## src/core/drs_pkg.sv

```systemverilog
/*
 drs_pkg: constants and types for the reference selector of the two loops.
 Assumes an 8-bit register port and eight monitored input clocks numbered 1-6, 8 and 9.
*/
package drs_pkg;

   // ==========================================
   // sizes
   localparam int NUM_IN = 8;
   localparam int AW = 4;
   localparam int DW = 8;

   // ==========================================
   // register offsets
   localparam logic [3:0] ADR_RANK0 = 4'h0;
   localparam logic [3:0] ADR_RANK1 = 4'h1;
   localparam logic [3:0] ADR_RANK2 = 4'h2;
   localparam logic [3:0] ADR_RANK3 = 4'h3;
   localparam logic [3:0] ADR_CTRL = 4'h4;
   localparam logic [3:0] ADR_MAIN_FORCE = 4'h5;
   localparam logic [3:0] ADR_AUX_FORCE = 4'h6;
   localparam logic [3:0] ADR_TAB_A = 4'h7;
   localparam logic [3:0] ADR_TAB_B = 4'h8;
   localparam logic [3:0] ADR_VALID = 4'h9;
   localparam logic [3:0] ADR_LATCH1 = 4'hA;
   localparam logic [3:0] ADR_LATCH2 = 4'hB;
   localparam logic [3:0] ADR_IEN1 = 4'hC;
   localparam logic [3:0] ADR_IEN2 = 4'hD;
   localparam logic [3:0] ADR_TOL = 4'hE;

   // ==========================================
   // control and latch register fields
   localparam int CTRL_VIEW = 0;
   localparam int CTRL_REVERTIVE_SWITCH_EN = 1;
   localparam int CTRL_ULTRA_FAST_SWITCH_EN = 2;
   localparam int CTRL_EXT_SWITCH_MODE_EN = 3;
   localparam int CTRL_PHMEAS = 4;
   localparam int LATCH2_FAIL = 0;

   // ==========================================
   // reset values; slot order 7..0 is input 9,8,6,5,4,3,2,1
   localparam logic [31:0] PRIO_MAIN_RST = 32'h5400_3210;
   localparam logic [31:0] PRIO_AUX_RST = 32'h0500_3210;
   localparam logic [31:0] IN_NUMBER = 32'h9865_4321;
   localparam logic [3:0] PRIO_OFF = 4'h0;
   localparam logic [3:0] FORCE_AUTO_LO = 4'h0;
   localparam logic [3:0] FORCE_AUTO_HI = 4'hF;
   localparam logic [3:0] NO_REF = 4'h0;

   // ==========================================
   // slots used by the external switch mode
   localparam logic [2:0] SLOT_IN3 = 3'h2;
   localparam logic [2:0] SLOT_IN4 = 3'h3;
   localparam logic [2:0] SLOT_IN5 = 3'h4;
   localparam logic [2:0] SLOT_IN6 = 3'h5;

   // ==========================================
   // types
   typedef struct packed {
      logic [2:0][2:0] idx;
      logic [2:0] vld;
   } drs_tab_s;

   typedef struct packed {
      logic vld;
      logic [2:0] idx;
   } drs_sel_s;

endpackage

```

## src/core/drs_ref_selector.sv

```systemverilog
/*
 drs_ref_selector: priority ranking and reference selection for the main and aux loops,
 with force on both loops, and revertive control, ultra-fast switching and external switch mode on the main loop only.
 Assumes valid flags and the fast-monitor failure event are synchronous to mclk_i,
 and software accesses registers over a plain strobe port with read data one cycle later.
*/
`timescale 1ns/1ps

module drs_ref_selector
   import drs_pkg::*;
(
   // clock, reset, enable
   input wire logic mclk_i,
   input wire logic rst_i,
   input wire logic ce_i,
   // register port
   input wire logic [AW-1:0] addr_i,
   input wire logic [DW-1:0] wr_data_i,
   input wire logic wr_i,
   input wire logic rd_i,
   output logic [DW-1:0] rd_data_o,
   // monitors and pins
   input wire logic [NUM_IN-1:0] valid_i,
   input wire logic fast_fail_i,
   input wire logic ext_switch_pin_i,
   // selection results
   output logic [3:0] main_sel_o,
   output logic [3:0] aux_sel_o,
   output logic [NUM_IN-1:0] bucket_force_o,
   output logic prelock2_o,
   output logic freq_tol_wide_o,
   output logic interrupt_request_pin_o
);

   // ==========================================
   // helpers
   function automatic logic [3:0] drs_num(input logic [2:0] idx);
      drs_num = IN_NUMBER[idx*4 +: 4];
   endfunction

   // force code to slot; mode 0 auto, 1 forced, 2 nothing selected
   function automatic logic [4:0] drs_force(input logic [3:0] code);
      logic [4:0] r;
      r = 5'h00;
      if (code == FORCE_AUTO_LO || code == FORCE_AUTO_HI) begin
         r = 5'h00;
      end else begin
         r = 5'h10;
         for (int i = 0; i < NUM_IN; i++) begin
            if (IN_NUMBER[i*4 +: 4] == code) begin
               r = {2'b01, 3'(i)};
            end
         end
      end
      drs_force = r;
   endfunction

   // lowest {priority, circular distance from current} wins; current leads its tie
   // distance from the current slot makes ties nonrevertive without extra state;
   // the cost is three unrolled passes over all inputs in one cycle
   function automatic drs_tab_s drs_rank(input logic [31:0] pr, input logic [7:0] ok,
                                         input logic [2:0] base);
      drs_tab_s t;
      logic [7:0] left;
      logic [6:0] best;
      logic [6:0] key;
      logic [2:0] bi;
      logic bv;
      t = '0;
      left = ok;
      for (int n = 0; n < 3; n++) begin
         best = 7'h7F;
         bi = 3'h0;
         bv = 1'b0;
         for (int i = 0; i < NUM_IN; i++) begin
            key = {pr[i*4 +: 4], 3'(3'(i) - base)};
            if (left[i] && (!bv || key < best)) begin
               best = key;
               bi = 3'(i);
               bv = 1'b1;
            end
         end
         if (bv) begin
            left[bi] = 1'b0;
         end
         t.idx[n] = bi;
         t.vld[n] = bv;
      end
      drs_rank = t;
   endfunction

   // forced input on top, normal order pushed down one place
   function automatic drs_tab_s drs_table(input logic [31:0] pr, input logic [7:0] ok,
                                          input logic [2:0] base, input logic [4:0] frc);
      drs_tab_s n;
      drs_tab_s t;
      logic [7:0] m;
      m = ok;
      if (frc[4:3] == 2'b01) begin
         m[frc[2:0]] = 1'b0;
      end
      n = drs_rank(pr, m, base);
      t = n;
      if (frc[4:3] == 2'b01) begin
         t.idx = {n.idx[1], n.idx[0], frc[2:0]};
         t.vld = {n.vld[1], n.vld[0], 1'b1};
      end
      drs_table = t;
   endfunction

   // first usable table entry, or keep the current reference
   // a forced input that is invalid is skipped here, so the loop never locks
   // to a dead clock through the force field; external mode is the only way
   function automatic drs_sel_s drs_pick(input drs_tab_s t, input logic [7:0] ok,
                                         input drs_sel_s cur, input logic rev,
                                         input logic [4:0] frc);
      drs_sel_s s;
      s = cur;
      if (frc[4] == 1'b1) begin
         s = '0;
      end else if (rev || !(cur.vld && ok[cur.idx])) begin
         s = '0;
         for (int n = 2; n >= 0; n--) begin
            if (t.vld[n] && ok[t.idx[n]]) begin
               s = {1'b1, t.idx[n]};
            end
         end
      end
      drs_pick = s;
   endfunction

   // ==========================================
   // state
   logic [31:0] prio_main;
   logic [31:0] prio_aux;
   logic [4:0] ctrl;
   logic [3:0] main_force_sel;
   logic [3:0] aux_force_sel;
   logic [NUM_IN-1:0] ien1;
   logic ien2;
   logic [NUM_IN-1:0] latched;
   logic fail_flag;
   logic [NUM_IN-1:0] valid_q;
   logic [NUM_IN-1:0] ufs_kill;
   drs_sel_s main_sel;
   drs_sel_s aux_sel;
   logic [15:0] tab_main_q;
   logic [15:0] tab_aux_q;

   // ==========================================
   // combinational selection
   logic [NUM_IN-1:0] nz_main;
   logic [NUM_IN-1:0] nz_aux;
   logic [NUM_IN-1:0] ok_main;
   logic [NUM_IN-1:0] ok_aux;
   logic [4:0] frc_main;
   logic [4:0] frc_aux;
   drs_tab_s tab_main;
   drs_tab_s tab_aux;
   drs_sel_s next_main_sel;
   drs_sel_s next_aux_sel;
   drs_sel_s ext_sel;
   logic ufs_evt;
   logic [NUM_IN-1:0] rise_higher;

   genvar g;
   generate
      for (g = 0; g < NUM_IN; g++) begin : g_in
         assign nz_main[g] = prio_main[g*4 +: 4] != PRIO_OFF;
         assign nz_aux[g] = prio_aux[g*4 +: 4] != PRIO_OFF;
         assign rise_higher[g] = valid_i[g] && !valid_q[g] && nz_main[g] &&
            (!main_sel.vld || prio_main[g*4 +: 4] < prio_main[main_sel.idx*4 +: 4]);
      end
   endgenerate

   assign ok_main = valid_i & nz_main & ~ufs_kill;
   assign ok_aux = valid_i & nz_aux;
   assign frc_main = drs_force(main_force_sel);
   assign frc_aux = drs_force(aux_force_sel);
   assign tab_main = drs_table(prio_main, ok_main, main_sel.idx, frc_main);
   assign tab_aux = drs_table(prio_aux, ok_aux, aux_sel.idx, frc_aux);
   assign ufs_evt = ctrl[CTRL_ULTRA_FAST_SWITCH_EN] && fast_fail_i && main_sel.vld;

   // switch pin picks input 3 or 4 if its priority is nonzero, else input 5 or 6, validity ignored
   // the pin is used as is; a bouncing pin toggles the reference each cycle
   assign ext_sel = ext_switch_pin_i ?
      {1'b1, (nz_main[SLOT_IN3] ? SLOT_IN3 : SLOT_IN5)} :
      {1'b1, (nz_main[SLOT_IN4] ? SLOT_IN4 : SLOT_IN6)};

   always_comb begin
      next_main_sel = drs_pick(tab_main, ok_main, main_sel, ctrl[CTRL_REVERTIVE_SWITCH_EN], frc_main);
      if (ctrl[CTRL_EXT_SWITCH_MODE_EN]) begin
         next_main_sel = ext_sel;
      end
   end

   assign next_aux_sel = drs_pick(tab_aux, ok_aux, aux_sel, 1'b1, frc_aux);

   // ==========================================
   // priority registers
   always_ff @(posedge mclk_i) begin
      if (rst_i) begin
         prio_main <= PRIO_MAIN_RST;
         prio_aux <= PRIO_AUX_RST;
      end else if (ce_i && wr_i && addr_i <= ADR_RANK3) begin
         if (ctrl[CTRL_VIEW]) begin
            prio_aux[addr_i[1:0]*8 +: 8] <= wr_data_i;
         end else begin
            prio_main[addr_i[1:0]*8 +: 8] <= wr_data_i;
         end
      end
   end

   // ==========================================
   // control registers; external mode and tolerance caught from the pin in reset
   always_ff @(posedge mclk_i) begin
      if (rst_i) begin
         ctrl <= 5'h00;
         ctrl[CTRL_EXT_SWITCH_MODE_EN] <= ext_switch_pin_i;
         freq_tol_wide_o <= ext_switch_pin_i;
         main_force_sel <= FORCE_AUTO_LO;
         aux_force_sel <= FORCE_AUTO_LO;
         ien1 <= 8'h00;
         ien2 <= 1'b0;
      end else if (ce_i && wr_i) begin
         case (addr_i)
            ADR_CTRL: ctrl <= wr_data_i[4:0];
            ADR_MAIN_FORCE: main_force_sel <= wr_data_i[3:0];
            ADR_AUX_FORCE: aux_force_sel <= wr_data_i[3:0];
            ADR_IEN1: ien1 <= wr_data_i;
            ADR_IEN2: ien2 <= wr_data_i[LATCH2_FAIL];
            ADR_TOL: freq_tol_wide_o <= wr_data_i[0];
            default: ;
         endcase
      end
   end

   // ==========================================
   // selection and table registers, updated every cycle with ce_i high
   always_ff @(posedge mclk_i) begin
      if (rst_i) begin
         main_sel <= '0;
         aux_sel <= '0;
         main_sel_o <= NO_REF;
         aux_sel_o <= NO_REF;
         tab_main_q <= 16'h0000;
         tab_aux_q <= 16'h0000;
      end else if (ce_i) begin
         main_sel <= next_main_sel;
         aux_sel <= next_aux_sel;
         main_sel_o <= next_main_sel.vld ? drs_num(next_main_sel.idx) : NO_REF;
         aux_sel_o <= next_aux_sel.vld ? drs_num(next_aux_sel.idx) : NO_REF;
         // fields: third, second, top, selected
         tab_main_q <= {tab_main.vld[2] ? drs_num(tab_main.idx[2]) : NO_REF,
                        tab_main.vld[1] ? drs_num(tab_main.idx[1]) : NO_REF,
                        tab_main.vld[0] ? drs_num(tab_main.idx[0]) : NO_REF,
                        next_main_sel.vld ? drs_num(next_main_sel.idx) : NO_REF};
         tab_aux_q <= {tab_aux.vld[2] ? drs_num(tab_aux.idx[2]) : NO_REF,
                       tab_aux.vld[1] ? drs_num(tab_aux.idx[1]) : NO_REF,
                       tab_aux.vld[0] ? drs_num(tab_aux.idx[0]) : NO_REF,
                       next_aux_sel.vld ? drs_num(next_aux_sel.idx) : NO_REF};
      end
   end

   // ==========================================
   // ultra-fast switching; the kill lasts until the monitor drops the valid flag,
   // so the failed input cannot be picked again before its bucket catches up
   always_ff @(posedge mclk_i) begin
      if (rst_i) begin
         ufs_kill <= 8'h00;
         bucket_force_o <= 8'h00;
         prelock2_o <= 1'b0;
      end else if (ce_i) begin
         bucket_force_o <= 8'h00;
         prelock2_o <= ufs_evt;
         ufs_kill <= ufs_kill & valid_i;
         if (ufs_evt) begin
            bucket_force_o[main_sel.idx] <= 1'b1;
            ufs_kill[main_sel.idx] <= 1'b1;
         end
      end
   end

   // ==========================================
   // latched status, write one to clear; a new event beats a clear
   always_ff @(posedge mclk_i) begin
      if (rst_i) begin
         valid_q <= 8'h00;
         latched <= 8'h00;
         fail_flag <= 1'b0;
         interrupt_request_pin_o <= 1'b0;
      end else if (ce_i) begin
         valid_q <= valid_i;
         latched <= (latched & ~((wr_i && addr_i == ADR_LATCH1) ? wr_data_i : 8'h00))
                    | rise_higher;
         fail_flag <= (fail_flag && !(wr_i && addr_i == ADR_LATCH2 && wr_data_i[LATCH2_FAIL]))
                      || fast_fail_i;
         interrupt_request_pin_o <= |(latched & ien1) || (fail_flag && ien2);
      end
   end

   // ==========================================
   // register reads, data valid only in the cycle after the strobe
   always_ff @(posedge mclk_i) begin
      if (rst_i) begin
         rd_data_o <= 8'h00;
      end else if (ce_i) begin
         rd_data_o <= 8'h00;
         if (rd_i) begin
            case (addr_i)
               ADR_RANK0, ADR_RANK1, ADR_RANK2, ADR_RANK3:
                  rd_data_o <= ctrl[CTRL_VIEW] ? prio_aux[addr_i[1:0]*8 +: 8] :
                                                 prio_main[addr_i[1:0]*8 +: 8];
               ADR_CTRL: rd_data_o <= {3'h0, ctrl};
               ADR_MAIN_FORCE: rd_data_o <= {4'h0, main_force_sel};
               ADR_AUX_FORCE: rd_data_o <= {4'h0, aux_force_sel};
               ADR_TAB_A: rd_data_o <= ctrl[CTRL_VIEW] ? tab_aux_q[7:0] : tab_main_q[7:0];
               ADR_TAB_B: rd_data_o <= ctrl[CTRL_VIEW] ? tab_aux_q[15:8] : tab_main_q[15:8];
               ADR_VALID: rd_data_o <= valid_i;
               ADR_LATCH1: rd_data_o <= latched;
               ADR_LATCH2: rd_data_o <= {7'h00, fail_flag};
               ADR_IEN1: rd_data_o <= ien1;
               ADR_IEN2: rd_data_o <= {7'h00, ien2};
               ADR_TOL: rd_data_o <= {7'h00, freq_tol_wide_o};
               default: rd_data_o <= 8'h00;
            endcase
         end
      end
   end

endmodule

```

## config.mk

```make
export PLATFORM = sky130hd
export DESIGN_NAME = drs_ref_selector
export DESIGN_NICKNAME = d
export VERILOG_FILES = /design/src/core/drs_pkg.sv /design/src/core/drs_ref_selector.sv
export SDC_FILE = /design/constraint.sdc
export NUM_CORES = 1
export LEC_CHECK = 0
export ABC_CLOCK_PERIOD_IN_PS = 62200
export BUFFER_PORTS_ARGS = -buffer_cell sky130_fd_sc_hd__buf_4
export CORE_ASPECT_RATIO = 1.5
export CORE_MARGIN = 2
export CORE_UTILIZATION = 70
export DETAILED_ROUTE_END_ITERATION = 8
export HOLD_SLACK_MARGIN = 0.12
export PLACE_DENSITY = 0.84
export SYNTH_ARGS = -nofsm -noshare
export SYNTH_HDL_FRONTEND = slang
export SYNTH_SLANG_ARGS = --single-unit
```

## constraint.sdc

```tcl
create_clock -name mclk_i -period 62.2 [get_ports mclk_i]
set_input_delay 0 -clock mclk_i [delete_from_list [all_inputs] [get_ports mclk_i]]
set_output_delay 0 -clock mclk_i [all_outputs]
set_load 0.1 [all_outputs]
```

==> impl_results.html, run 1 <==
<table>
<tr><th>Metric</th><th>Value</th></tr>
<tr><th colspan="2">Placement</th></tr>
<tr><td>Placement-stage worst setup slack</td><td>18.54 ns</td></tr>
<tr><td>IO Port Bufs</td><td>53</td></tr>
<tr><td>Routability cong.</td><td>1.22</td></tr>
<tr><td>Estimated wirelength of the detail-placed design</td><td>69300 um</td></tr>
<tr><td>Placed Cells incl. Taps</td><td>3379</td></tr>
<tr><th colspan="2">Global route</th></tr>
<tr><td>GRT Total Usage</td><td>60.8%</td></tr>
<tr><td>Overflow left after global routing</td><td>5</td></tr>
<tr><td>Vias in the first global route</td><td>around 27000</td></tr>
<tr><td>Maximum number of pins on one net before global-route repair</td><td>98</td></tr>
<tr><td>Global-route wire length before repair</td><td>156000 um</td></tr>
<tr><th colspan="2">Logic synthesis</th></tr>
<tr><td>Main combinational cell family by area after synthesis</td><td>compound AO/OA/AOI/OAI gates</td></tr>
<tr><td>Count of warnings emitted by yosys</td><td>0</td></tr>
<tr><td>Share of the synthesized area in compound gates (AO/OA/AOI/OAI)</td><td>31.8%</td></tr>
<tr><td>Summed instance area of the synthesized netlist</td><td>about 0.022 sq mm</td></tr>
<tr><td>Share of synthesized cell area in and, or, nand and nor gates</td><td>a little under a quarter</td></tr>
<tr><td>Fraction of the mapped netlist area in adder cells</td><td>between 10 and 15%</td></tr>
<tr><td>Post-synthesis instance total</td><td>3032</td></tr>
<tr><td>Dominant register cell in the synthesized netlist</td><td>sky130_fd_sc_hd__dfxtp_1</td></tr>
<tr><td>Synth Area per Inst</td><td>7.29 sq um</td></tr>
<tr><td>Cell variety after synth</td><td>130</td></tr>
<tr><td>Post-synth net total</td><td>3313</td></tr>
<tr><td>Part of the Yosys area used for sequential elements</td><td>~15%</td></tr>
<tr><td>Async set or reset register ratio after synthesis</td><td>0%</td></tr>
<tr><td>Xor/xnor share of the synthesized area</td><td>0.702%</td></tr>
<tr><td>Share of synthesized area spent on multiplexers</td><td>between 8 and 9%</td></tr>
<tr><td>Number of enable flip-flop cells after synthesis</td><td>2</td></tr>
<tr><td>Flip-flop and latch count after synthesis</td><td>169</td></tr>
<tr><th colspan="2">Clock network</th></tr>
<tr><td>Largest buffer count on any clock path</td><td>2</td></tr>
<tr><td>Post-cts repair resize count</td><td>0</td></tr>
<tr><td>Post-CTS setup buffer count</td><td>0</td></tr>
<tr><td>Clock tree root driver cell</td><td>sky130_fd_sc_hd__clkbuf_16</td></tr>
<tr><td>TritonCTS sink count</td><td>roughly 170</td></tr>
<tr><td>CTS HTree Levels</td><td>4</td></tr>
<tr><td>Total clock buffers created by CTS</td><td>17</td></tr>
<tr><th colspan="2">Outcome</th></tr>
<tr><td>Status</td><td>did not finish</td></tr>
<tr><td>Last flow stage reached</td><td>global routing</td></tr>
<tr><td>First error</td><td>[ERROR GRT-0116] Global routing finished with congestion. Check the congestion regions in the DRC Viewer.</td></tr>
<tr><th colspan="2">Floorplanning</th></tr>
<tr><td>Top-level I/O count</td><td>54</td></tr>
<tr><td>Row cnt</td><td>79</td></tr>
<tr><td>Starting density of the core</td><td>71.2%</td></tr>
<tr><td>Vertical extent of the die</td><td>222 um</td></tr>
<tr><td>Die X-Extent</td><td>about 150 um</td></tr>
</table>
## cells in the mapped netlist (all sizes together) (7+ instances only)
| library cell | number | area (sq um) |
|---|---|---|
| and2 | 35 | 220 |
| a31oi | 32 | 215 |
| o2111ai | 14 | 129 |
| o21ai | 195 | 998 |
| nand2 | 321 | 1210 |
| a22oi | 23 | 183 |
| a221oi | 20 | 181 |
| nor3 | 56 | 323 |
| ha | 254 | 3180 |
| o22ai | 20 | 138 |
| or4 | 8 | 67.6 |
| or3 | 18 | 113 |
| nand3 | 81 | 418 |
| mux2i | 96 | 968 |
| or2 | 24 | 150 |
| mux2 | 31 | 357 |
| o21a | 34 | 263 |
| nor2b | 38 | 238 |
| mux4 | 28 | 631 |
| a211oi | 31 | 260 |
| a311oi | 7 | 78.8 |
| nor4 | 17 | 113 |
| a31o | 13 | 114 |
| buf | 32 | 189 |
| a2111oi | 14 | 166 |
| o21bai | 14 | 105 |
| a21oi | 332 | 1680 |
| and3 | 21 | 131 |
| a32o | 8 | 80.1 |
| inv | 156 | 586 |
| clkbuf | 128 | 484 |
| a22o | 20 | 175 |
| a211o | 9 | 78.8 |
| o31ai | 22 | 189 |
| nand4 | 27 | 169 |
| nand2b | 42 | 278 |
| a221o | 7 | 70.1 |
| o41ai | 17 | 175 |
| xnor2 | 12 | 113 |
| o211ai | 41 | 332 |
| nor3b | 8 | 60.1 |
| nor2 | 358 | 1350 |
| o211a | 8 | 87.6 |
| a21o | 74 | 556 |
| dfxtp | 167 | 3340 |
## per-stage QoR
stage          utilization [%]  instance area [sq um]
3_5_place_dp              73.2                  22700
2_1_floorplan                -                  22100
3_3_place_gp              73.2                  22700
4_1_cts                   76.3                  23700
## per-layer routing
metal | GRT overflow | track usage [%]
met1 | 0 | 60.7
met2 | 3 | 87.6
met3 | 0 | 31.2
met4 | 2 | 61.9
met5 | 0 | 0.606
## timing repair
action | CTS
hold buffers | 31
endpoints found under the hold margin | 127
setup endpoints to repair | 0
## logic make-up after synthesis
family | count (synthesis)
multiplexers | 155
adder cells (fa/ha/maj) | 255
flip-flops | 169
buffers and inverters | 320
AND/OR/NAND/NOR | 1083
XOR/XNOR | 16
AO/OA/AOI/OAI | 1034
==> run 2: changes to the inputs <==
--- a/config.mk
+++ b/config.mk
@@ -7,12 +7,10 @@
 export LEC_CHECK = 0
 export ABC_CLOCK_PERIOD_IN_PS = 62200
 export BUFFER_PORTS_ARGS = -buffer_cell sky130_fd_sc_hd__buf_4
-export CORE_ASPECT_RATIO = 1.5
 export CORE_MARGIN = 2
-export CORE_UTILIZATION = 70
+export CORE_UTILIZATION = 40
 export DETAILED_ROUTE_END_ITERATION = 8
-export HOLD_SLACK_MARGIN = 0.12
-export PLACE_DENSITY = 0.84
+export PLACE_DENSITY_LB_ADDON = 0.15
 export SYNTH_ARGS = -nofsm -noshare
 export SYNTH_HDL_FRONTEND = slang
 export SYNTH_SLANG_ARGS = --single-unit
==> impl_results.html, run 2 <==
<table>
<tr><th>Metric</th><th>Value</th></tr>
<tr><th colspan="2">Outcome</th></tr>
<tr><td>Status</td><td>finished, final reports clean</td></tr>
<tr><th colspan="2">Logic synthesis</th></tr>
<tr><td>Most frequent cells after synthesis</td><td>357 x sky130_fd_sc_hd__nor2_1, 328 x sky130_fd_sc_hd__a21oi_1, 318 x sky130_fd_sc_hd__nand2_1, 254 x sky130_fd_sc_hd__ha_1, 169 x sky130_fd_sc_hd__o21ai_0</td></tr>
<tr><td>Cell variety after synth</td><td>130</td></tr>
<tr><td>Main combinational cell family by area after synthesis</td><td>compound AO/OA/AOI/OAI gates</td></tr>
<tr><td>Share of the synthesized area in compound gates (AO/OA/AOI/OAI)</td><td>31.8%</td></tr>
<tr><td>Count of warnings emitted by yosys</td><td>0</td></tr>
<tr><td>Xor/xnor share of the synthesized area</td><td>0.702%</td></tr>
<tr><td>Share of synthesized cell area in and, or, nand and nor gates</td><td>23.1%</td></tr>
<tr><td>Flip-flop and latch count after synthesis</td><td>169</td></tr>
<tr><td>Number of enable flip-flop cells after synthesis</td><td>2</td></tr>
<tr><td>Summed instance area of the synthesized netlist</td><td>0.0221 sq mm</td></tr>
<tr><td>Synth Area per Inst</td><td>7.29 sq um</td></tr>
<tr><td>Share of synthesized area spent on multiplexers</td><td>8.85%</td></tr>
<tr><td>Async set or reset register ratio after synthesis</td><td>0%</td></tr>
<tr><td>Share of the synthesized area in the top cell type</td><td>15.1%</td></tr>
<tr><td>Most frequent cell after synthesis</td><td>sky130_fd_sc_hd__nor2_1</td></tr>
<tr><td>Fraction of the mapped netlist area in adder cells</td><td>14.4%</td></tr>
<tr><td>Part of the Yosys area used for sequential elements</td><td>~15%</td></tr>
<tr><td>Post-synth net total</td><td>3313</td></tr>
<tr><td>Post-synth top area cell</td><td>sky130_fd_sc_hd__dfxtp_1</td></tr>
<tr><td>Synth top area cells</td><td>sky130_fd_sc_hd__dfxtp_1 15%, sky130_fd_sc_hd__ha_1 14%, sky130_fd_sc_hd__a21oi_1 7.4%</td></tr>
<tr><td>Dominant register cell in the synthesized netlist</td><td>sky130_fd_sc_hd__dfxtp_1</td></tr>
<tr><td>Post-synthesis instance total</td><td>3032</td></tr>
<tr><th colspan="2">Pwr</th></tr>
<tr><td>Cell area power density</td><td>28.9 mW/mm^2</td></tr>
<tr><td>Overall power after layout</td><td>between 600 and 700 uW</td></tr>
<tr><td>Reported leakage power</td><td>between 10 and 15 nW</td></tr>
<tr><td>Peak ir drop on the vdd network</td><td>between 0.00002 and 0.00003 V</td></tr>
<tr><th colspan="2">Placement</th></tr>
<tr><td>Placement-stage worst setup slack</td><td>16.36 ns</td></tr>
<tr><td>Routability cong.</td><td>1.01</td></tr>
<tr><td>Estimated wirelength of the detail-placed design</td><td>approximately 76000 um</td></tr>
<tr><td>IO Port Bufs</td><td>53</td></tr>
<tr><td>Placed Cells incl. Taps</td><td>3692</td></tr>
<tr><td>Area after detailed placement</td><td>between 0.02 and 0.025 sq mm</td></tr>
<tr><th colspan="2">Critical path</th></tr>
<tr><td>Maximum net fanout on the critical path</td><td>27</td></tr>
<tr><td>Worst EP arrival</td><td>47.18 ns</td></tr>
<tr><td>Worst Setup End Kind</td><td>flip-flop</td></tr>
<tr><td>Worst Setup Start Kind</td><td>flip-flop</td></tr>
<tr><td>Slowest-stage cell, CP</td><td>sky130_fd_sc_hd__a21oi_1</td></tr>
<tr><td>Setup Crit Path Kind</td><td>reg2reg</td></tr>
<tr><td>CP max stage delay</td><td>1.01 ns</td></tr>
<tr><td>Crit path required time</td><td>62.64 ns</td></tr>
<tr><td>Crit-path most repeated cell</td><td>sky130_fd_sc_hd__a21oi_1</td></tr>
<tr><th colspan="2">Floorplanning</th></tr>
<tr><td>Starting density of the core</td><td>40.3%</td></tr>
<tr><td>Vertical extent of the die</td><td>239 um</td></tr>
<tr><td>Top-level I/O count</td><td>54</td></tr>
<tr><td>DIE AREA</td><td>0.0572 sq mm</td></tr>
<tr><td>Row cnt</td><td>86</td></tr>
<tr><td>Die X-Extent</td><td>239 um</td></tr>
<tr><td>CORE AREA</td><td>0.0549 sq mm</td></tr>
<tr><th colspan="2">Worst hold path</th></tr>
<tr><td>Hold crit path type</td><td>in2reg</td></tr>
<tr><th colspan="2">Clock network</th></tr>
<tr><td>Post-CTS setup buffer count</td><td>0</td></tr>
<tr><td>Post-cts repair resize count</td><td>0</td></tr>
<tr><td>Hold-fix buffers at CTS</td><td>21</td></tr>
<tr><td>TritonCTS sink count</td><td>between 150 and 200</td></tr>
<tr><td>Total clock buffers created by CTS</td><td>17</td></tr>
<tr><td>Largest buffer count on any clock path</td><td>2</td></tr>
<tr><td>Worst-skew pair later-pin latency</td><td>0.49 ns</td></tr>
<tr><td>CTS HTree Levels</td><td>4</td></tr>
<tr><td>Clock tree root driver cell</td><td>sky130_fd_sc_hd__clkbuf_16</td></tr>
<tr><td>Clk slew on worst S/H paths</td><td>~0.090 ns</td></tr>
<tr><td>CTS tree</td><td>yes</td></tr>
<tr><th colspan="2">Timing</th></tr>
<tr><td>Endpoints failing hold</td><td>0</td></tr>
<tr><td>Final worst-path cycle share</td><td>75.1%</td></tr>
<tr><td>Highest achievable clock rate</td><td>21.4 MHz</td></tr>
<tr><td>Transition time at the pin with the least slew margin</td><td>1.31 ns</td></tr>
<tr><td>Worst setup slack after layout</td><td>15.46 ns</td></tr>
<tr><td>Final clock skew</td><td>0.0213 ns</td></tr>
<tr><td>Final worst path period need</td><td>around 47 ns</td></tr>
<tr><td>Setup violators final</td><td>0</td></tr>
<tr><td>Hold WS</td><td>0.0304 ns</td></tr>
<tr><td>Setup tns final</td><td>0 ns</td></tr>
<tr><td>Slew Limit Fails</td><td>0</td></tr>
<tr><td>Max-slew headroom</td><td>11.9%</td></tr>
<tr><td>RSZ-0062 raised after global routing</td><td>false</td></tr>
<tr><th colspan="2">Drt</th></tr>
<tr><td>Remaining antenna violation count after routing</td><td>0</td></tr>
<tr><td>Number of DRC violations after detailed-routing iteration 0</td><td>around 2100</td></tr>
<tr><td>DRT Wirelength</td><td>98100 um</td></tr>
<tr><td>DR DRC count</td><td>0</td></tr>
<tr><td>Per-cell routed wire length</td><td>26.2 um</td></tr>
<tr><td>Vias per inst</td><td>6.48</td></tr>
<tr><td>First drt pass iteration count</td><td>8</td></tr>
<tr><td>Via total after detailed routing</td><td>24300</td></tr>
<tr><th colspan="2">Cells and area</th></tr>
<tr><td>Largest registers ranked by flip-flop count</td><td>prio_aux (32), prio_main (32)</td></tr>
<tr><td>Share of final-layout standard cells stronger than drive strength 1</td><td>between 10% and 20%</td></tr>
<tr><td>Highest-count cells in the layout ignoring fill and taps</td><td>357 x sky130_fd_sc_hd__nor2_1, 328 x sky130_fd_sc_hd__a21oi_1, 318 x sky130_fd_sc_hd__nand2_1, 254 x sky130_fd_sc_hd__ha_1, 169 x sky130_fd_sc_hd__o21ai_0</td></tr>
<tr><td>Final net count</td><td>3309</td></tr>
<tr><td>Core utilization of the finished layout</td><td>a little over two fifths</td></tr>
<tr><td>Number of antenna repair diodes</td><td>0</td></tr>
<tr><td>Design Area, Final</td><td>around 0.024 sq mm</td></tr>
<tr><td>Most common cell after layout, fill and taps aside</td><td>sky130_fd_sc_hd__nor2_1</td></tr>
<tr><td>Number of standard cells in the layout, taps in and fillers out</td><td>3745</td></tr>
<tr><td>Layout overhead on the synthesized area</td><td>8.66%</td></tr>
<tr><th colspan="2">Global route</th></tr>
<tr><td>Global-route wire length before repair</td><td>around 150000 um</td></tr>
<tr><td>Initial antenna violation count</td><td>2</td></tr>
<tr><td>Maximum number of pins on one net before global-route repair</td><td>70</td></tr>
<tr><td>GRT Total Usage</td><td>33.9%</td></tr>
<tr><td>Overflow left after global routing</td><td>0</td></tr>
<tr><td>Vias in the first global route</td><td>23400</td></tr>
<tr><th colspan="2">Flow run</th></tr>
<tr><td>Number of max-cap violations</td><td>0</td></tr>
</table>
==> run 2: cell counts after synthesis <==
Identical to the previous run, type by type.
==> run 2: kinds of logic (layout without fill, tap and decap cells) <==
family          Yosys count  count (layout)
simple gates           1083            1083
compound gates         1034            1034
buf+inv                 320             329
fa+ha+maj               255             255
flops                   169             169
mux                     155             155
xor+xnor                 16              16
==> run 2: routing by layer <==
layer | track usage, % | routed length (um) | vias up
li1 | - | - | 11200
met1 | 41.7 | 40600 | 11700
met2 | 56.1 | 45200 | 998
met3 | 5.24 | 6040 | 286
met4 | 20.0 | 6270 | 0
met5 | 0 | 0 | -
==> run 2: path summary, 6_finish.rpt <==
path,from,endpoint,slack [ns],cells past startpoint
worst max register to register,main_sel[1]$_SDFFE_PP0P_,tab_main_q[13]$_SDFFE_PP0P_,15.46,190
worst min-delay path,ce_i,tab_aux_q[3]$_SDFFE_PP0P_,0.03,3
worst min register to register,prelock2_o$_SDFFE_PP0P_,prelock2_o$_SDFFE_PP0P_,0.45,2
worst max-delay path,main_sel[1]$_SDFFE_PP0P_,tab_main_q[13]$_SDFFE_PP0P_,15.46,190
==> run 2: worst max-delay path, delay by kind of cell (launching register included) <==
kind / cells / cell delay (ns)
compound gates: 97 / 23.93
simple gates: 52 / 10.99
fa+ha+maj: 23 / 7.25
mux: 6 / 2.16
buf+inv: 12 / 1.93
flops: 1 / 0.31
==> run 2: power by group <==
part | switching (mW) | internal (mW)
registers | 0.0117 | 0.115
logic | 0.292 | 0.163
clock network | 0.0529 | 0.0608
total | 0.357 | 0.339
==> run 2: layout make-up <==
type,count,area (sq um)
Clock inverter,15,180
Inverter,160,601
Fill cell,5650,30900
Tap cell,704,881
Sequential cell,169,3410
Timing Repair Buffer,137,1080
Multi-Input combinational cell,2543,17400
Clock buffer,17,425
No activity file was read; power rests on OpenSTA's default activity.
